--- src/gain_offset_pkg.sv ---
// Package with register map, field positions, reset values and the register request type.
package gain_offset_pkg;

    // ==========================================================
    // Register addresses
    // ==========================================================
    localparam logic [7:0] ADDR_DATAPATH_CTRL = 8'h27;
    localparam logic [7:0] ADDR_OFFSET_LOW = 8'h3B;
    localparam logic [7:0] ADDR_OFFSET_HIGH = 8'h3C;
    localparam logic [7:0] ADDR_GAIN_LEVEL = 8'h3F;
    localparam logic [7:0] ADDR_RISE_INC = 8'h41;
    localparam logic [7:0] ADDR_FALL_STATE = 8'h42;
    localparam logic [7:0] ADDR_GATE_CTRL = 8'h43;
    localparam logic [7:0] ADDR_SHUTDOWN_CTRL = 8'h44;

    // ==========================================================
    // Reset values
    // ==========================================================
    localparam logic [7:0] RST_DATAPATH_CTRL = 8'h00;
    localparam logic [7:0] RST_OFFSET_LOW = 8'h00;
    localparam logic [7:0] RST_OFFSET_HIGH = 8'h00;
    localparam logic [7:0] RST_GAIN_LEVEL = 8'h20;
    localparam logic [7:0] RST_RISE_INC = 8'h01;
    localparam logic [7:0] RST_FALL_STATE = 8'h01;
    localparam logic [7:0] RST_GATE_CTRL = 8'h07;
    localparam logic [7:0] RST_SHUTDOWN_CTRL = 8'h8F;

    // ==========================================================
    // Field positions
    // ==========================================================
    localparam int BIT_SCALE_OFFSET_EN = 5;
    localparam int BIT_OUTPUT_STATUS = 7;
    localparam int BIT_OUTPUT_ON = 6;
    localparam int BIT_GATE_RAMP_EN = 2;
    localparam int BIT_GATE_SLEEP_EN = 1;
    localparam int BIT_GATE_PD_EN = 0;
    localparam int BIT_OUT_CTRL_EN = 7;
    localparam int BIT_WARN_SD_EN = 3;
    localparam int BIT_FAULT_SD_EN = 0;

    // ==========================================================
    // Gain arithmetic and timing
    // ==========================================================
    localparam int GAIN_W = 6;
    localparam int GAIN_FRAC = 5;
    localparam int STEP_FRAC = 4;
    localparam int RAMP_ACC_W = 8;
    localparam int RAMP_PERIOD = 4;
    localparam int SAMPLE_W = 16;

    typedef struct packed {
        logic [7:0] addr;
        logic [7:0] wdata;
        logic wr;
        logic rd;
    } reg_req_t;

endpackage : gain_offset_pkg

--- src/ramp_tick.sv ---
// Periodic strobe generator for the gain ramp.
`timescale 1ns/1ps
module ramp_tick
    import gain_offset_pkg::*;
#(
    parameter int PERIOD = RAMP_PERIOD
)
(
    input wire logic i_clk,
    input wire logic i_nrst,
    input wire logic i_restart,
    output logic o_tick
);
    logic [$clog2(PERIOD)-1:0] cnt_reg;

    always_ff @(posedge i_clk or negedge i_nrst)
    begin
        if (!i_nrst)
            cnt_reg <= '0;
        else if (i_restart)
            cnt_reg <= '0;
        else if (cnt_reg == ($clog2(PERIOD))'(PERIOD - 1))
            cnt_reg <= '0;
        else
            cnt_reg <= cnt_reg + 1'b1;
    end

    assign o_tick = (cnt_reg == ($clog2(PERIOD))'(PERIOD - 1));
endmodule : ramp_tick

--- src/sample_scaler.sv ---
// Scales one sample by the gain, adds the offset and saturates to 16 bits.
`timescale 1ns/1ps
module sample_scaler
    import gain_offset_pkg::*;
(
    input wire logic i_clk,
    input wire logic i_nrst,
    input wire logic i_enable,
    input wire logic i_valid,
    input wire logic signed [SAMPLE_W-1:0] i_sample,
    input wire logic [GAIN_W-1:0] i_gain,
    input wire logic signed [SAMPLE_W-1:0] i_offset,
    output logic o_valid,
    output logic signed [SAMPLE_W-1:0] o_sample
);
    localparam int PROD_W = SAMPLE_W + GAIN_W + 2;
    localparam logic signed [PROD_W-1:0] MAX_V = PROD_W'(32767);
    localparam logic signed [PROD_W-1:0] MIN_V = -PROD_W'(32768);

    logic signed [PROD_W-1:0] prod;
    logic signed [PROD_W-1:0] sum;
    logic signed [SAMPLE_W-1:0] sat;

    always_comb
    begin
        prod = (PROD_W'(i_sample) * $signed({1'b0, i_gain})) >>> GAIN_FRAC;
        sum = prod + PROD_W'(i_offset);
        if (sum > MAX_V)
            sat = 16'h7FFF;
        else if (sum < MIN_V)
            sat = 16'h8000;
        else
            sat = sum[SAMPLE_W-1:0];
    end

    always_ff @(posedge i_clk or negedge i_nrst)
    begin
        if (!i_nrst)
            o_sample <= '0;
        else if (i_valid)
            o_sample <= i_enable ? sat : i_sample;
    end

    always_ff @(posedge i_clk or negedge i_nrst)
    begin
        if (!i_nrst)
            o_valid <= 1'b0;
        else
            o_valid <= i_valid;
    end
endmodule : sample_scaler

--- src/gain_offset_txgate.sv ---
// Gain, dc offset and transmit-gate control stage with its register file.
`timescale 1ns/1ps

// ==========================================================
// Top module
// ==========================================================
module gain_offset_txgate
    import gain_offset_pkg::*;
(
    input wire logic i_clk,
    input wire logic i_nrst,
    input wire logic [7:0] i_reg_addr,
    input wire logic [7:0] i_reg_wdata,
    input wire logic i_reg_wr,
    input wire logic i_reg_rd,
    output logic [7:0] o_reg_rdata,
    output logic o_reg_rvalid,
    input wire logic i_transmit_gate_pin,
    input wire logic i_fifo_warning,
    input wire logic i_fifo_fault,
    input wire logic i_sample_valid,
    input wire logic [SAMPLE_W-1:0] i_sample,
    output logic o_sample_valid,
    output logic [SAMPLE_W-1:0] o_sample,
    output logic o_output_on,
    output logic o_sleep,
    output logic o_power_down
);
    // ==========================================================
    // Register file
    // ==========================================================
    reg_req_t req;
    logic [7:0] datapath_ctrl_reg;
    logic [7:0] offset_lower_byte_reg;
    logic [7:0] offset_upper_byte_reg;
    logic [7:0] gain_word_reg;
    logic [7:0] rise_inc_reg;
    logic [5:0] fall_step_reg;
    logic [7:0] gate_ctrl_reg;
    logic [7:0] shutdown_ctrl_reg;
    logic output_on_req;
    logic auto_off_reg;

    assign req = '{addr: i_reg_addr, wdata: i_reg_wdata, wr: i_reg_wr, rd: i_reg_rd};

    always_ff @(posedge i_clk or negedge i_nrst)
    begin
        if (!i_nrst)
        begin
            datapath_ctrl_reg <= RST_DATAPATH_CTRL;
            offset_lower_byte_reg <= RST_OFFSET_LOW;
            offset_upper_byte_reg <= RST_OFFSET_HIGH;
            gain_word_reg <= RST_GAIN_LEVEL;
            rise_inc_reg <= RST_RISE_INC;
            fall_step_reg <= RST_FALL_STATE[5:0];
            gate_ctrl_reg <= RST_GATE_CTRL;
            shutdown_ctrl_reg <= RST_SHUTDOWN_CTRL;
        end
        else if (req.wr)
        begin
            case (req.addr)
                ADDR_DATAPATH_CTRL: datapath_ctrl_reg <= req.wdata & 8'hA0;
                ADDR_OFFSET_LOW: offset_lower_byte_reg <= req.wdata;
                ADDR_OFFSET_HIGH: offset_upper_byte_reg <= req.wdata;
                ADDR_GAIN_LEVEL: gain_word_reg <= req.wdata & 8'h3F;
                ADDR_RISE_INC: rise_inc_reg <= req.wdata & 8'h3F;
                ADDR_FALL_STATE: fall_step_reg <= req.wdata[5:0];
                ADDR_GATE_CTRL: gate_ctrl_reg <= req.wdata & 8'h07;
                ADDR_SHUTDOWN_CTRL: shutdown_ctrl_reg <= req.wdata & 8'h89;
                default: ;
            endcase
        end
    end

    // Manual turn-on is a one-cycle strobe; the bit always reads back zero.
    assign output_on_req = req.wr && (req.addr == ADDR_FALL_STATE)
                           && req.wdata[BIT_OUTPUT_ON];

    always_ff @(posedge i_clk or negedge i_nrst)
    begin
        if (!i_nrst)
            o_reg_rdata <= 8'h00;
        else if (req.rd)
        begin
            case (req.addr)
                ADDR_DATAPATH_CTRL: o_reg_rdata <= datapath_ctrl_reg;
                ADDR_OFFSET_LOW: o_reg_rdata <= offset_lower_byte_reg;
                ADDR_OFFSET_HIGH: o_reg_rdata <= offset_upper_byte_reg;
                ADDR_GAIN_LEVEL: o_reg_rdata <= gain_word_reg;
                ADDR_RISE_INC: o_reg_rdata <= rise_inc_reg;
                ADDR_FALL_STATE: o_reg_rdata <= {auto_off_reg, 1'b0, fall_step_reg};
                ADDR_GATE_CTRL: o_reg_rdata <= gate_ctrl_reg;
                ADDR_SHUTDOWN_CTRL: o_reg_rdata <= shutdown_ctrl_reg;
                default: o_reg_rdata <= 8'h00;
            endcase
        end
    end

    always_ff @(posedge i_clk or negedge i_nrst)
    begin
        if (!i_nrst)
            o_reg_rvalid <= 1'b0;
        else
            o_reg_rvalid <= req.rd;
    end

    // ==========================================================
    // Pin synchronisers
    // ==========================================================
    // Three stages per pin; a level changes only when stages two and three agree.
    logic [2:0] gate_sync_reg;
    logic [2:0] warn_sync_reg;
    logic [2:0] fault_sync_reg;
    logic gate_lvl_reg;
    logic warn_lvl_reg;
    logic fault_lvl_reg;

    always_ff @(posedge i_clk or negedge i_nrst)
    begin
        if (!i_nrst)
        begin
            gate_sync_reg <= 3'b000;
            warn_sync_reg <= 3'b000;
            fault_sync_reg <= 3'b000;
        end
        else
        begin
            gate_sync_reg <= {gate_sync_reg[1:0], i_transmit_gate_pin};
            warn_sync_reg <= {warn_sync_reg[1:0], i_fifo_warning};
            fault_sync_reg <= {fault_sync_reg[1:0], i_fifo_fault};
        end
    end

    always_ff @(posedge i_clk or negedge i_nrst)
    begin
        if (!i_nrst)
        begin
            gate_lvl_reg <= 1'b0;
            warn_lvl_reg <= 1'b0;
            fault_lvl_reg <= 1'b0;
        end
        else
        begin
            if (gate_sync_reg[1] == gate_sync_reg[2])
                gate_lvl_reg <= gate_sync_reg[2];
            if (warn_sync_reg[1] == warn_sync_reg[2])
                warn_lvl_reg <= warn_sync_reg[2];
            if (fault_sync_reg[1] == fault_sync_reg[2])
                fault_lvl_reg <= fault_sync_reg[2];
        end
    end

    logic gate_prev_reg;
    logic gate_rise;

    always_ff @(posedge i_clk or negedge i_nrst)
    begin
        if (!i_nrst)
            gate_prev_reg <= 1'b0;
        else
            gate_prev_reg <= gate_lvl_reg;
    end

    assign gate_rise = gate_lvl_reg && !gate_prev_reg;

    // ==========================================================
    // Automatic shutdown
    // ==========================================================
    logic ctrl_en;
    logic shutdown_event;

    assign ctrl_en = shutdown_ctrl_reg[BIT_OUT_CTRL_EN];
    assign shutdown_event = ctrl_en
        && ((shutdown_ctrl_reg[BIT_WARN_SD_EN] && warn_lvl_reg)
            || (shutdown_ctrl_reg[BIT_FAULT_SD_EN] && fault_lvl_reg));

    // A persisting FIFO condition wins over the manual turn-on.
    always_ff @(posedge i_clk or negedge i_nrst)
    begin
        if (!i_nrst)
            auto_off_reg <= 1'b0;
        else if (shutdown_event)
            auto_off_reg <= 1'b1;
        else if (output_on_req)
            auto_off_reg <= 1'b0;
    end

    // ==========================================================
    // Gain ramp
    // ==========================================================
    // Applied gain keeps the five fraction bits of the gain word, so an odd gain word is
    // reached exactly; the steps carry one fraction bit fewer and are doubled to match.
    typedef enum logic [1:0] {RAMP_IDLE, RAMP_UP, RAMP_DOWN} ramp_state_t;

    ramp_state_t ramp_reg;
    logic [RAMP_ACC_W-1:0] applied_reg;
    logic [RAMP_ACC_W-1:0] target;
    logic [RAMP_ACC_W-1:0] rise_step;
    logic [RAMP_ACC_W-1:0] fall_step;
    logic tick;
    logic restart;
    logic ramp_en;
    logic want_on;
    logic [GAIN_W-1:0] gain_applied;

    assign ramp_en = gate_ctrl_reg[BIT_GATE_RAMP_EN];
    assign want_on = (!ramp_en || gate_lvl_reg) && !auto_off_reg;
    assign restart = (ramp_en && gate_rise) || output_on_req;
    assign target = {2'b00, gain_word_reg[GAIN_W-1:0]};
    assign rise_step = {1'b0, rise_inc_reg[5:0], 1'b0};
    assign fall_step = {1'b0, fall_step_reg, 1'b0};

    ramp_tick #(
        .PERIOD(RAMP_PERIOD)
    ) u_tick (
        .i_clk(i_clk),
        .i_nrst(i_nrst),
        .i_restart(restart),
        .o_tick(tick)
    );

    always_ff @(posedge i_clk or negedge i_nrst)
    begin
        if (!i_nrst)
        begin
            ramp_reg <= RAMP_IDLE;
            applied_reg <= {2'b00, RST_GAIN_LEVEL[GAIN_W-1:0]};
        end
        else if (!ramp_en)
        begin
            ramp_reg <= RAMP_IDLE;
            applied_reg <= auto_off_reg ? 8'h00 : target;
        end
        else if (restart)
        begin
            ramp_reg <= RAMP_UP;
            applied_reg <= 8'h00;
        end
        else
        begin
            case (ramp_reg)
                RAMP_IDLE:
                begin
                    if (!want_on && applied_reg != 8'h00)
                        ramp_reg <= RAMP_DOWN;
                    else if (want_on && applied_reg != target)
                        applied_reg <= target;
                end
                RAMP_UP:
                begin
                    if (!want_on)
                        ramp_reg <= RAMP_DOWN;
                    else if (tick)
                    begin
                        if (applied_reg + rise_step >= target)
                        begin
                            applied_reg <= target;
                            ramp_reg <= RAMP_IDLE;
                        end
                        else
                            applied_reg <= applied_reg + rise_step;
                    end
                end
                RAMP_DOWN:
                begin
                    if (tick)
                    begin
                        if (applied_reg <= fall_step)
                        begin
                            applied_reg <= 8'h00;
                            ramp_reg <= RAMP_IDLE;
                        end
                        else
                            applied_reg <= applied_reg - fall_step;
                    end
                end
                default: ramp_reg <= RAMP_IDLE;
            endcase
        end
    end

    // The clamp is a guard only; the ramp never leaves the six-bit range.
    assign gain_applied = (applied_reg > 8'h3F) ? 6'h3F : applied_reg[GAIN_W-1:0];

    // ==========================================================
    // Datapath and power states
    // ==========================================================
    sample_scaler u_scaler (
        .i_clk(i_clk),
        .i_nrst(i_nrst),
        .i_enable(datapath_ctrl_reg[BIT_SCALE_OFFSET_EN]),
        .i_valid(i_sample_valid),
        .i_sample(i_sample),
        .i_gain(gain_applied),
        .i_offset({offset_upper_byte_reg, offset_lower_byte_reg}),
        .o_valid(o_sample_valid),
        .o_sample(o_sample)
    );

    always_ff @(posedge i_clk or negedge i_nrst)
    begin
        if (!i_nrst)
        begin
            o_output_on <= 1'b0;
            o_sleep <= 1'b0;
            o_power_down <= 1'b0;
        end
        else
        begin
            o_output_on <= !auto_off_reg;
            o_sleep <= gate_ctrl_reg[BIT_GATE_SLEEP_EN] && !gate_lvl_reg;
            o_power_down <= gate_ctrl_reg[BIT_GATE_PD_EN] && !gate_lvl_reg;
        end
    end
endmodule : gain_offset_txgate

--- config.mk ---
export PLATFORM = sky130hd
export DESIGN_NAME = gain_offset_txgate
export DESIGN_NICKNAME = d
export VERILOG_FILES = /design/src/gain_offset_pkg.sv /design/src/ramp_tick.sv /design/src/sample_scaler.sv /design/src/gain_offset_txgate.sv
export SDC_FILE = /design/constraint.sdc
export NUM_CORES = 1
export LEC_CHECK = 0
export BUFFER_PORTS_ARGS = -buffer_cell sky130_fd_sc_hd__buf_2
export CAP_MARGIN = 20
export CORE_ASPECT_RATIO = 1.4
export CORE_MARGIN = 2
export CORE_UTILIZATION = 58
export CTS_BUF_LIST = sky130_fd_sc_hd__clkbuf_2 sky130_fd_sc_hd__clkbuf_4 sky130_fd_sc_hd__clkbuf_8
export DETAILED_ROUTE_END_ITERATION = 6
export GPL_TIMING_DRIVEN = 0
export PLACE_DENSITY_LB_ADDON = 0.1
export REMOVE_ABC_BUFFERS = 1
export SYNTH_ARGS = -nofsm -noshare
export SYNTH_HDL_FRONTEND = slang
export SYNTH_SLANG_ARGS = --single-unit
--- constraint.sdc ---
create_clock -name i_clk -period 7.95 [get_ports i_clk]
set_input_delay 0.795 -clock i_clk [delete_from_list [all_inputs] [get_ports i_clk]]
set_output_delay 0.795 -clock i_clk [all_outputs]
set_load 0.02 [all_outputs]
==> tab_implementation.tex, run 1 <==
\begin{tabular}{lr}
\hline
Metric & Value \\
\hline
\multicolumn{2}{l}{\textbf{Status}} \\
Result of the run & complete, no violations \\
\multicolumn{2}{l}{\textbf{Drt}} \\
Via count & $\sim$7400 \\
Via count normalized by instance count & $\sim$5.9 \\
Overall routed net length & roughly 23 mm \\
DRC errors left & 0 \\
Post-route ant nets & 0 \\
DR iter-0 viols & 347 \\
First-pass detailed-route iteration total & 5 \\
Average wire length per cell after detail routing & approximately 18 um \\
\multicolumn{2}{l}{\textbf{Setup path}} \\
Crit-path slowest cell & sky130\_fd\_sc\_hd\_\_fa\_1 \\
Most frequent CP cell & sky130\_fd\_sc\_hd\_\_fa\_1 \\
CP max FO & 14 \\
Crit path buf inv count & 4 \\
Type of element capturing the critical path & register \\
Crit Path Class & register to register \\
Crit-path leading delay family & adder cells \\
Worst setup SP type & register \\
Delay of the slowest cell on the worst path & 530 ps \\
Data required, critical path & about 8000 ps \\
Signal arrival time at the worst endpoint & 7830 ps \\
\multicolumn{2}{l}{\textbf{CTS}} \\
Num Clock Sinks & 98 \\
Later-pin clock latency in the skew report & between 300 and 400 ps \\
Root Buffer Master & sky130\_fd\_sc\_hd\_\_clkbuf\_8 \\
CTS Hold Buffers Added & 0 \\
Clock slew at reported path FFs & between 100 and 150 ps \\
Depth of the CTS H-tree & 3 \\
TritonCTS clock tree & built \\
Number of buffers created by CTS & 9 \\
Maximum buffer depth of the clock tree & 2 \\
\multicolumn{2}{l}{\textbf{GRT}} \\
Total gr overflow & 0 \\
Largest net degree at the start of global routing & 51 \\
Antenna violations before repair & 0 \\
Wire length of the first global-routing pass & 38.3 mm \\
Aggregate global-route resource usage & 0.276 \\
Via count of the first global-routing pass & approximately 7500 \\
\multicolumn{2}{l}{\textbf{Placement}} \\
Placed Instances & roughly 1200 \\
Final RePlAce weighted congestion & slightly above 0.9 \\
Number of I/O port buffers & 68 \\
HPWL after detailed placement & 18.2 mm \\
\multicolumn{2}{l}{\textbf{STA}} \\
Maximum clock rate & 133 MHz \\
Skew final & 12.5 ps \\
Final critical-path required period & about 7500 ps \\
Transition time at the pin with the least slew margin & approximately 940 ps \\
Share of the cycle needed by the critical path after routing & 0.949 \\
Number of slew-limit violations in the final report & 0 \\
Total setup violations reported at the end of the flow & 0 \\
Worst-case headroom to the max-slew limit & 0.366 \\
Final Hold Viols & 0 \\
\multicolumn{2}{l}{\textbf{Synth}} \\
Number of distinct standard cells referenced by the synthesized netlist & 80 \\
Synthesized area per cell & around 9.5 um2 \\
Multiplexer share of the synthesized area & 0.0502 \\
Compound-Gate Fraction of Synth Area & 0.169 \\
Post-synthesis cell count & $\sim$990 \\
Xor/xnor share of the synthesized area & 0.0411 \\
EDFF count, synth & 0 \\
Sequential-to-total area share from yosys stat & 0.263 \\
Combinational family with the most area after synthesis & adder cells \\
Post-synthesis simple-gate area fraction & 0.157 \\
Number of storage elements in the synthesis netlist & 98 \\
Fraction of the mapped netlist area in adder cells & 0.263 \\
Ys async rst share & 1.00 \\
Post-synth top flop & sky130\_fd\_sc\_hd\_\_dfrtp\_1 \\
Number of warnings issued by yosys & 0 \\
Summed instance area of the synthesized netlist & around 9400 um2 \\
\multicolumn{2}{l}{\textbf{Floorplan}} \\
Ports & 69 \\
Effective utilization at floorplan & 0.585 \\
\# rows & between 50 and 60 \\
Die boundary height & 154 um \\
Die area & roughly 17000 um2 \\
Width of the chip & approximately 110 um \\
Core outline area & approximately 16000 um2 \\
\multicolumn{2}{l}{\textbf{Pwr}} \\
Share of total power in combinational logic & 0.343 \\
Net switching power & about 520 uW \\
Clock group share of total power & 0.254 \\
Highest ir drop seen on vdd & 0.112 mV \\
Proportion of power drawn by flip-flops and latches & 0.404 \\
Internal cell power & approximately 890 uW \\
Power density over the cells & around 130 nW/um2 \\
Switching share of total power & 0.368 \\
Leakage dissipation & between 0.005 and 0.006 uW \\
\multicolumn{2}{l}{\textbf{Finish}} \\
Final core utilization & 0.649 \\
Post-layout net count & approximately 1300 \\
Largest register by flop count & u\_scaler.o\_sample \\
Final cell count without fillers & 1268 \\
Number of diodes added for antenna fixing & 0 \\
Flip-flop count of the largest register, all copies and words added & 16 \\
P\&R area growth vs syn & 10.9\% \\
Fraction of final layout cells with drive strength greater than 1 & 0.196 \\
\multicolumn{2}{l}{\textbf{Hold path}} \\
Hold Path Class & register to register \\
\multicolumn{2}{l}{\textbf{Job}} \\
Number of max-cap violations & 0 \\
\hline
\end{tabular}
## timing repair
action                     CTS  global route
pin swaps                    1             8
gates cloned                 0             1
setup endpoints to repair   15            15
resized for setup           10             9
buffers inserted             2            20
## final timing paths
path,slack [ps],endpoint,from,cells past startpoint
setup / recovery,400,u_scaler.o_sample[3],applied_reg[7],30
hold / removal,360,fault_sync_reg[1],fault_sync_reg[0],0
setup reg to reg,400,u_scaler.o_sample[3],applied_reg[7],30
hold reg to reg,360,fault_sync_reg[1],fault_sync_reg[0],0
max in group asynchronous,6780,gain_word_reg[5],i_nrst,2
min in group asynchronous,430,warn_sync_reg[0],i_nrst,1
## worst reg2reg max path: cells and delay by family, from the launching register on
kind            cells  cell delay, ps
fa+ha+maj           6            2590
simple gates        9            1800
compound gates      9            1770
flops               1             450
buf+inv             4             440
mux                 1             200
xor+xnor            1             180
## Yosys cell counts, drive strengths merged (6+ instances only)
library cell,number,area (um2)
a21oi,56,322
ha,84,1050
a22oi,14,110
clkbuf,23,86.3
a31oi,6,37.5
buf,6,43.8
a21o,15,114
o21a,8,60.1
o21ai,52,272
xor2,16,140
nor2b,85,534
nor4,6,52.6
xnor2,28,245
nand2,70,270
a22o,8,70.1
mux2,40,450
fa,69,1380
nand4,8,50.1
dfrtp,87,2180
a211oi,6,55.1
nor2,79,299
inv,107,402
dfstp,11,289
a221oi,8,95.1
and2,8,50.1
nand3,10,50.1
nor3,7,35.0
## kinds of logic after synthesis
kind of cell	count (synthesis)
xor gates and xnor gates	44
adders and majority gates	156
AOI/OAI and AO/OA	219
DFF	98
and+or+nand+nor	292
buffers and inverters	136
muxes	42
## through the flow
step,instance area [um2],TNS (ps),power (uW),setup slack (ps),hold WS (ps)
6_report,10400,0,1400,404,363
5_1_grt,10400,-11.1,1490,-11.1,376
4_1_cts,10200,0,1400,36.0,369
3_5_place_dp,9900,-8570,1030,-729,339
3_3_place_gp,9840,-8460,1020,-728,335
2_1_floorplan,9250,0,892,657,331
## power groups by stage
stage	logic (uW)	clock network (uW)	registers, uW
final	481	356	566
after global routing	537	381	569
after CTS	472	364	565
after detailed placement	460	0	574
after global placement	449	0	574
after floorplan	317	0	576
## final cells by class
cell class / instances / area, um2
well taps: 199 / 249
clock inverters: 7 / 93.8
multi-input cells: 754 / 6440
clock buffers: 9 / 124
fillers: 1365 / 5640
flip-flops and latches: 98 / 2470
inverters: 107 / 402
repair buffers: 94 / 619
## layer usage
metal	wire length, um	vias to the layer above	GRT usage	share of wire
met1	9520	3654	0.335	0.41
met5	0	-	0	0
met4	758	0	0.0964	0.033
met2	12300	168	0.515	0.53
met3	584	45	0.0219	0.025
li1	-	3551	-	-
## layout by cell type (no fill, tap or decap), types with 20 or more instances in the layout
cell type	Yosys	final
sky130_fd_sc_hd__buf_2	2	67
sky130_fd_sc_hd__dfrtp_1	87	85
sky130_fd_sc_hd__xnor2_1	28	28
sky130_fd_sc_hd__a21oi_1	47	47
sky130_fd_sc_hd__nand2_1	67	67
sky130_fd_sc_hd__buf_4	0	20
sky130_fd_sc_hd__mux2_2	40	40
sky130_fd_sc_hd__ha_1	84	83
sky130_fd_sc_hd__nor2b_1	84	84
sky130_fd_sc_hd__nor2_1	78	73
sky130_fd_sc_hd__inv_1	107	107
sky130_fd_sc_hd__o21ai_0	49	48
sky130_fd_sc_hd__fa_1	69	69
(Power assumes the default switching activity.)
==> run 2: changes to the inputs <==
- PLACE_DENSITY: default -> 0.8
- PLACE_DENSITY_LB_ADDON: 0.1 -> default
- clock period: 7.95 -> 6.94 ns (I/O delays scaled with it)
==> run 2 against run 1 <==
  * The run now ends with setup timing left
  * Non-clock buffer count rose by 17
  * Routed wire length rose by 8.5%
  * Die area did not move
  * Sequential share of layout area fell by 1.2 points
  * Sequential power rose by 15%
  * Critical endpoint is now u_scaler.o_sample[10]
==> tab_implementation.tex, run 2 (synthesized netlist as in run 1, its figures left out) <==
\begin{tabular}{lr}
\hline
Metric & Value \\
\hline
\multicolumn{2}{l}{\textbf{GRT}} \\
Antenna violations before repair & 0 (unchanged) \\
Aggregate global-route resource usage & 0.291 (was 0.276) \\
Wire length of the first global-routing pass & 40.0 mm (was 38.3 mm) \\
Largest net degree at the start of global routing & 77 (was 51) \\
Total gr overflow & 0 (unchanged) \\
Via count of the first global-routing pass & 7997 (was 7524) \\
\multicolumn{2}{l}{\textbf{Setup path}} \\
Crit-path leading delay family & adder cells (unchanged) \\
Worst R2R Setup Slack & -270 ps (was 400 ps) \\
Type of element capturing the critical path & register (unchanged) \\
Crit-path slowest cell & sky130\_fd\_sc\_hd\_\_fa\_1 (unchanged) \\
Signal arrival time at the worst endpoint & 7490 ps (was 7830 ps) \\
Worst setup SP type & register (unchanged) \\
Delay of the slowest cell on the worst path & 580 ps (was 530 ps) \\
Crit Path Class & register to register (unchanged) \\
Most frequent CP cell & sky130\_fd\_sc\_hd\_\_fa\_1 (unchanged) \\
Data required, critical path & 7220 ps (was 8230 ps) \\
CP max FO & 7 (was 14) \\
Crit path buf inv count & 8 (was 4) \\
\multicolumn{2}{l}{\textbf{CTS}} \\
Later-pin clock latency in the skew report & 390 ps (was 370 ps) \\
Maximum buffer depth of the clock tree & 2 (unchanged) \\
Num Clock Sinks & 98 (unchanged) \\
Number of buffers created by CTS & 9 (unchanged) \\
Depth of the CTS H-tree & 3 (unchanged) \\
Clock slew at reported path FFs & 110 ps (about the same) \\
Root Buffer Master & sky130\_fd\_sc\_hd\_\_clkbuf\_8 (unchanged) \\
TritonCTS clock tree & built (unchanged) \\
\multicolumn{2}{l}{\textbf{Finish}} \\
Post-layout instance area & 10900 um2 (was 10400 um2) \\
Filler Cells Inserted & 1233 (was 1365) \\
Fraction of final layout cells with drive strength greater than 1 & 0.258 (was 0.196) \\
Largest register by flop count & u\_scaler.o\_sample (unchanged) \\
Number of diodes added for antenna fixing & 0 (unchanged) \\
Final cell count without fillers & 1284 (was 1268) \\
P\&R area growth vs syn & 16.6\% (was 10.9\%) \\
Post-layout net count & 1273 (was 1257) \\
Most used cells in the layout excluding fill and tap cells & sky130\_fd\_sc\_hd\_\_inv\_1, sky130\_fd\_sc\_hd\_\_dfrtp\_1, sky130\_fd\_sc\_hd\_\_nor2b\_1 (unchanged) \\
Flip-flop count of the largest register, all copies and words added & 16 (unchanged) \\
Most common cell after layout, fill and taps aside & sky130\_fd\_sc\_hd\_\_inv\_1 (unchanged) \\
\multicolumn{2}{l}{\textbf{Job}} \\
Number of max-cap violations & 0 (unchanged) \\
\multicolumn{2}{l}{\textbf{Floorplan}} \\
Core outline area & 16000 um2 (unchanged) \\
Die area & 17200 um2 (unchanged) \\
Effective utilization at floorplan & 0.585 (unchanged) \\
Die boundary height & 154 um (unchanged) \\
Ports & 69 (unchanged) \\
Width of the chip & 111 um (unchanged) \\
\# rows & 55 (unchanged) \\
\multicolumn{2}{l}{\textbf{STA}} \\
Share of the cycle needed by the critical path after routing & 1.04 (was 0.949) \\
Final critical-path required period & 7210 ps (was 7550 ps) \\
Maximum clock rate & 139 MHz (was 133 MHz) \\
Post-route setup slack & -275 ps (was 404 ps) \\
Skew final & 16.1 ps (was 12.5 ps) \\
Total setup violations reported at the end of the flow & 15 (was 0) \\
Final Hold Viols & 0 (unchanged) \\
WHS & 214 ps (was 363 ps) \\
Transition time at the pin with the least slew margin & 1010 ps (was 944 ps) \\
Final TNS setup & -3520 ps (was 0 ps) \\
RSZ-0062 raised after global routing & yes \\
Worst-case headroom to the max-slew limit & 0.323 (was 0.366) \\
Number of slew-limit violations in the final report & 0 (unchanged) \\
\multicolumn{2}{l}{\textbf{Drt}} \\
Via count & 7826 (was 7418) \\
DRC errors left & 0 (unchanged) \\
Via count normalized by instance count & 6.10 (was 5.85) \\
Overall routed net length & 25.1 mm (was 23.1 mm) \\
Post-route ant nets & 0 (unchanged) \\
First-pass detailed-route iteration total & 5 (unchanged) \\
DR iter-0 viols & 484 (was 347) \\
Average wire length per cell after detail routing & 19.5 um (was 18.2 um) \\
\multicolumn{2}{l}{\textbf{Pwr}} \\
Highest ir drop seen on vdd & 0.154 mV (was 0.112 mV) \\
Leakage dissipation & 0.00527 uW (was 0.00516 uW) \\
Power density over the cells & 156 nW/um2 (was 135 nW/um2) \\
\multicolumn{2}{l}{\textbf{Hold path}} \\
Hold Path Class & input pin to async pin (was register to register) \\
\multicolumn{2}{l}{\textbf{Placement}} \\
Placed Instances & 1227 (was 1229) \\
Final RePlAce weighted congestion & 0.943 (was 0.917) \\
Number of I/O port buffers & 68 (unchanged) \\
Standard cell area after detailed placement & 9880 um2 (was 9900 um2) \\
HPWL after detailed placement & 18.1 mm (was 18.2 mm) \\
\multicolumn{2}{l}{\textbf{Status}} \\
Failing checks & setup timing \\
Result of the run & finished with violations (was complete, no violations) \\
\hline
\end{tabular}
==> run 2: through the flow <==
| stage | util | power (uW) | setup WS (ps) |
|---|---|---|---|
| global route | 0.682 | 1800 | -485 |
| floorplan | - | 1020 | -353 |
| detailed placement | 0.616 | 1180 | -1650 |
| finish | 0.682 | 1700 | -275 |
| CTS | 0.674 | 1680 | -59.2 |
| global placement | 0.614 | 1170 | -1560 |
==> run 2: area by class of cell <==
type | instances | area [um2] | area share
Multi-Input combinational cell | 753 | 6750 | 0.617
Sequential cell | 98 | 2470 | 0.226
Timing Repair Buffer | 111 | 852 | 0.0779
Inverter | 107 | 404 | 0.0369
Tap cell | 199 | 249 | 0.0228
Clock buffer | 9 | 124 | 0.0113
Clock inverter | 7 | 95.1 | 0.00869
==> run 2: routing by layer <==
metal | GRT usage | up-vias | share of wire
met5 | 0 | - | 0
met2 | 0.531 | 284 | 0.53
met4 | 0.142 | 0 | 0.056
li1 | - | 3578 | -
met3 | 0.0290 | 89 | 0.047
met1 | 0.341 | 3875 | 0.37
==> run 2: timing repair <==
action,in CTS,in global routing
pin swaps,63,9
hold buffers,0,0
setup buffers,33,6
cloned,1,1
gates resized for setup,82,17
setup endpoints to repair,16,15
==> run 2: worst paths after layout <==
path | cells past startpoint | endpoint | startpoint
setup / recovery | 32 | u_scaler.o_sample[10] | applied_reg[7]
min in group i_clk | 0 | fault_sync_reg[1] | fault_sync_reg[0]
max in group asynchronous | 2 | fall_step_reg[0] | i_nrst
hold / removal | 1 | u_scaler.o_sample[15] | i_nrst
hold reg to reg | 0 | fault_sync_reg[1] | fault_sync_reg[0]
setup reg to reg | 32 | u_scaler.o_sample[10] | applied_reg[7]
==> run 2: report_power, final <==
part,internal (uW),switching (uW),total (uW)
registers,610,39.8,650
logic,279,359,637
clock network,177,238,415
total,1070,636,1700
==> run 3: changes to the inputs <==
- clock period: 6.94 -> 6.45 ns (I/O delays scaled with it)
==> run 3 against run 2 <==
  * The flow finishes with violations (DRC, setup timing)
  * Combinational power grew 8.5%
  * Worst hold slack lost 53 ps
  * Core utilization grew 0.19 points
  * Clock-buffer cell count is the same
  * Sequential share of layout area shrank 0.062 points
  * Clock skew shrank 3.5 ps
  * Sequential power grew 7.5%
  * Non-clock buffer count grew 1
  * Total power grew 7.9%
  * Maximum frequency shrank 0.11%
  * Via count shrank 0.20%
  * Critical path depth is the same
  * Largest cell class unchanged
  * Largest power group unchanged
  * Highest routed layer unchanged
==> tab_implementation.tex, run 3 (synthesized netlist as in run 1, its figures left out) <==
\begin{tabular}{lr}
\hline
Metric & Value \\
\hline
\multicolumn{2}{l}{\textbf{GRT}} \\
Antenna violations before repair & 0 (unchanged) \\
Aggregate global-route resource usage & 0.291 (about the same) \\
Largest net degree at the start of global routing & 77 (unchanged) \\
Via count of the first global-routing pass & 7992 (was 7997) \\
Wire length of the first global-routing pass & 40.2 mm (was 40.0 mm) \\
Total gr overflow & 0 (unchanged) \\
\multicolumn{2}{l}{\textbf{STA}} \\
Post-route setup slack & -772 ps (was -275 ps) \\
Transition time at the pin with the least slew margin & 989 ps (was 1010 ps) \\
Skew final & 12.6 ps (was 16.1 ps) \\
Maximum clock rate & 138 MHz (was 139 MHz) \\
RSZ-0062 raised after global routing & yes (unchanged) \\
Final critical-path required period & 7220 ps (was 7210 ps) \\
Final Hold Viols & 0 (unchanged) \\
Share of the cycle needed by the critical path after routing & 1.12 (was 1.04) \\
Number of slew-limit violations in the final report & 0 (unchanged) \\
Worst-case headroom to the max-slew limit & 0.335 (was 0.323) \\
Total setup violations reported at the end of the flow & 16 (was 15) \\
\multicolumn{2}{l}{\textbf{Job}} \\
Number of max-cap violations & 0 (unchanged) \\
\multicolumn{2}{l}{\textbf{Placement}} \\
Final RePlAce weighted congestion & 0.943 (unchanged) \\
HPWL after detailed placement & 18.1 mm (unchanged) \\
Worst-case setup slack after placement & -2140 ps (was -1650 ps) \\
Standard cell area after detailed placement & 9880 um2 (unchanged) \\
Number of I/O port buffers & 68 (unchanged) \\
\multicolumn{2}{l}{\textbf{Setup path}} \\
Type of element capturing the critical path & register (unchanged) \\
Crit-path slowest cell & sky130\_fd\_sc\_hd\_\_fa\_1 (unchanged) \\
Most frequent CP cell & sky130\_fd\_sc\_hd\_\_fa\_1 (unchanged) \\
Crit Path Class & register to register (unchanged) \\
Logic depth of the worst register-to-register path & 32 (unchanged) \\
End point of the critical path & u\_scaler.o\_sample[13] (was u\_scaler.o\_sample[10]) \\
Delay of the slowest cell on the worst path & 580 ps (about the same) \\
CP max FO & 7 (unchanged) \\
Worst setup SP type & register (unchanged) \\
Worst R2R Setup Slack & -770 ps (was -270 ps) \\
Launch point of the critical path & applied\_reg[7] (unchanged) \\
Data required, critical path & 6730 ps (was 7220 ps) \\
Signal arrival time at the worst endpoint & 7500 ps (was 7490 ps) \\
FF-to-FF End & u\_scaler.o\_sample[13] (was u\_scaler.o\_sample[10]) \\
Critical R2R Launch & applied\_reg[7] (unchanged) \\
\multicolumn{2}{l}{\textbf{CTS}} \\
Clock slew at reported path FFs & 120 ps (was 110 ps) \\
Num Clock Sinks & 98 (unchanged) \\
Maximum buffer depth of the clock tree & 2 (unchanged) \\
Root Buffer Master & sky130\_fd\_sc\_hd\_\_clkbuf\_8 (unchanged) \\
Later-pin clock latency in the skew report & 380 ps (was 390 ps) \\
Depth of the CTS H-tree & 3 (unchanged) \\
TritonCTS clock tree & built (unchanged) \\
Number of buffers created by CTS & 9 (unchanged) \\
\multicolumn{2}{l}{\textbf{Finish}} \\
Post-layout net count & 1274 (was 1273) \\
Post-layout instance area & 11000 um2 (was 10900 um2) \\
Most common cell after layout, fill and taps aside & sky130\_fd\_sc\_hd\_\_inv\_1 (unchanged) \\
Fraction of final layout cells with drive strength greater than 1 & 0.262 (was 0.258) \\
Number of diodes added for antenna fixing & 0 (unchanged) \\
Filler Cells Inserted & 1226 (was 1233) \\
Largest register by flop count & u\_scaler.o\_sample (unchanged) \\
Most used cells in the layout excluding fill and tap cells & sky130\_fd\_sc\_hd\_\_inv\_1, sky130\_fd\_sc\_hd\_\_dfrtp\_1, sky130\_fd\_sc\_hd\_\_nor2b\_1 (unchanged) \\
P\&R area growth vs syn & 16.9\% (was 16.6\%) \\
Flip-flop count of the largest register, all copies and words added & 16 (unchanged) \\
\multicolumn{2}{l}{\textbf{Status}} \\
Result of the run & finished with violations (unchanged) \\
Failing checks & DRC, setup timing (was setup timing) \\
\multicolumn{2}{l}{\textbf{Drt}} \\
DR iter-0 viols & 531 (was 484) \\
Average wire length per cell after detail routing & 19.5 um (about the same) \\
Via count normalized by instance count & 6.08 (was 6.10) \\
Via count & 7810 (was 7826) \\
Overall routed net length & 25.1 mm (unchanged) \\
Post-route ant nets & 0 (unchanged) \\
First-pass detailed-route iteration total & 7 (was 5) \\
DRC errors left & 15 (was 0) \\
\multicolumn{2}{l}{\textbf{Floorplan}} \\
Width of the chip & 111 um (unchanged) \\
Ports & 69 (unchanged) \\
Die area & 17200 um2 (unchanged) \\
\# rows & 55 (unchanged) \\
Die boundary height & 154 um (unchanged) \\
Core outline area & 16000 um2 (unchanged) \\
Effective utilization at floorplan & 0.585 (unchanged) \\
\multicolumn{2}{l}{\textbf{Hold path}} \\
Hold Path Class & input pin to async pin (unchanged) \\
\multicolumn{2}{l}{\textbf{Pwr}} \\
Highest ir drop seen on vdd & 0.165 mV (was 0.154 mV) \\
Power after layout & 1840 uW (was 1700 uW) \\
Power density over the cells & 167 nW/um2 (was 156 nW/um2) \\
Leakage dissipation & 0.00527 uW (about the same) \\
\hline
\end{tabular}
## run 3: cell types whose count changed in the layout (fill, tap and decap cells not counted), sizes merged
cell	previous run	this run
buf	110	111
## run 3: worst min-delay path by stage
stage               slack (ps)               from                     to  cells past startpoint
finish                     160             i_nrst  u_scaler.o_sample[15]                      1
global route               180             i_nrst   u_scaler.o_sample[8]                      1
CTS                        160             i_nrst            ramp_reg[1]                      1
detailed placement         340   gate_sync_reg[0]       gate_sync_reg[1]                      0
global placement           330   warn_sync_reg[0]       warn_sync_reg[1]                      0
floorplan                  330  fault_sync_reg[0]      fault_sync_reg[1]                      0
## run 3: repair_timing
item                                   4_1_cts  5_1_grt
gates cloned                                 1        1
endpoints found under the hold margin        0        0
setup buffers                               33        7
pin swaps                                   66        9
resized for setup                           83       19
setup endpoints to repair                   16       16
hold buffers                                 0        0
## run 3: critical path, delay by kind of cell, from the launching register on
kind	cells	cell delay, ps
and+or+nand+nor	8	1210
buffers and inverters	8	870
xor gates and xnor gates	1	180
DFF	1	440
adders and majority gates	6	2570
AOI/OAI and AO/OA	9	1840
## run 3: layout make-up
class,count,area [um2],area share
clock buffer,9,124,0.0113
clock inverter,7,95.1,0.00867
inverter,107,404,0.0368
multi-input combinational,753,6760,0.616
sequential,98,2470,0.225
tap,199,249,0.0227
timing repair buffer,112,872,0.0795
## run 3: power breakdown
| group | total (uW) | switching, uW | internal (uW) | leakage (uW) |
|---|---|---|---|---|
| Sequential | 699 | 43.1 | 656 | 0.00119 |
| Combinational | 691 | 388 | 303 | 0.00398 |
| Clock | 446 | 255 | 191 | 0.000104 |
## run 3: metal layers
layer	wire, um	vias to the layer above	track usage
li1	-	3576	-
met5	0	-	0
met3	1100	77	0.0270
met4	1240	0	0.133
met2	13400	284	0.535
met1	9380	3873	0.344
## run 3: per-stage QoR
stage               hold WS [ps]  utilization  cells  TNS [ps]
global placement             333        0.614   1225    -30150
detailed placement           338        0.616   1227    -31670
CTS                          157        0.674   1277     -7370
finish                       160        0.684   1285    -11350
global route                 176        0.684   1285    -14520
floorplan                    331            -    958    -11660
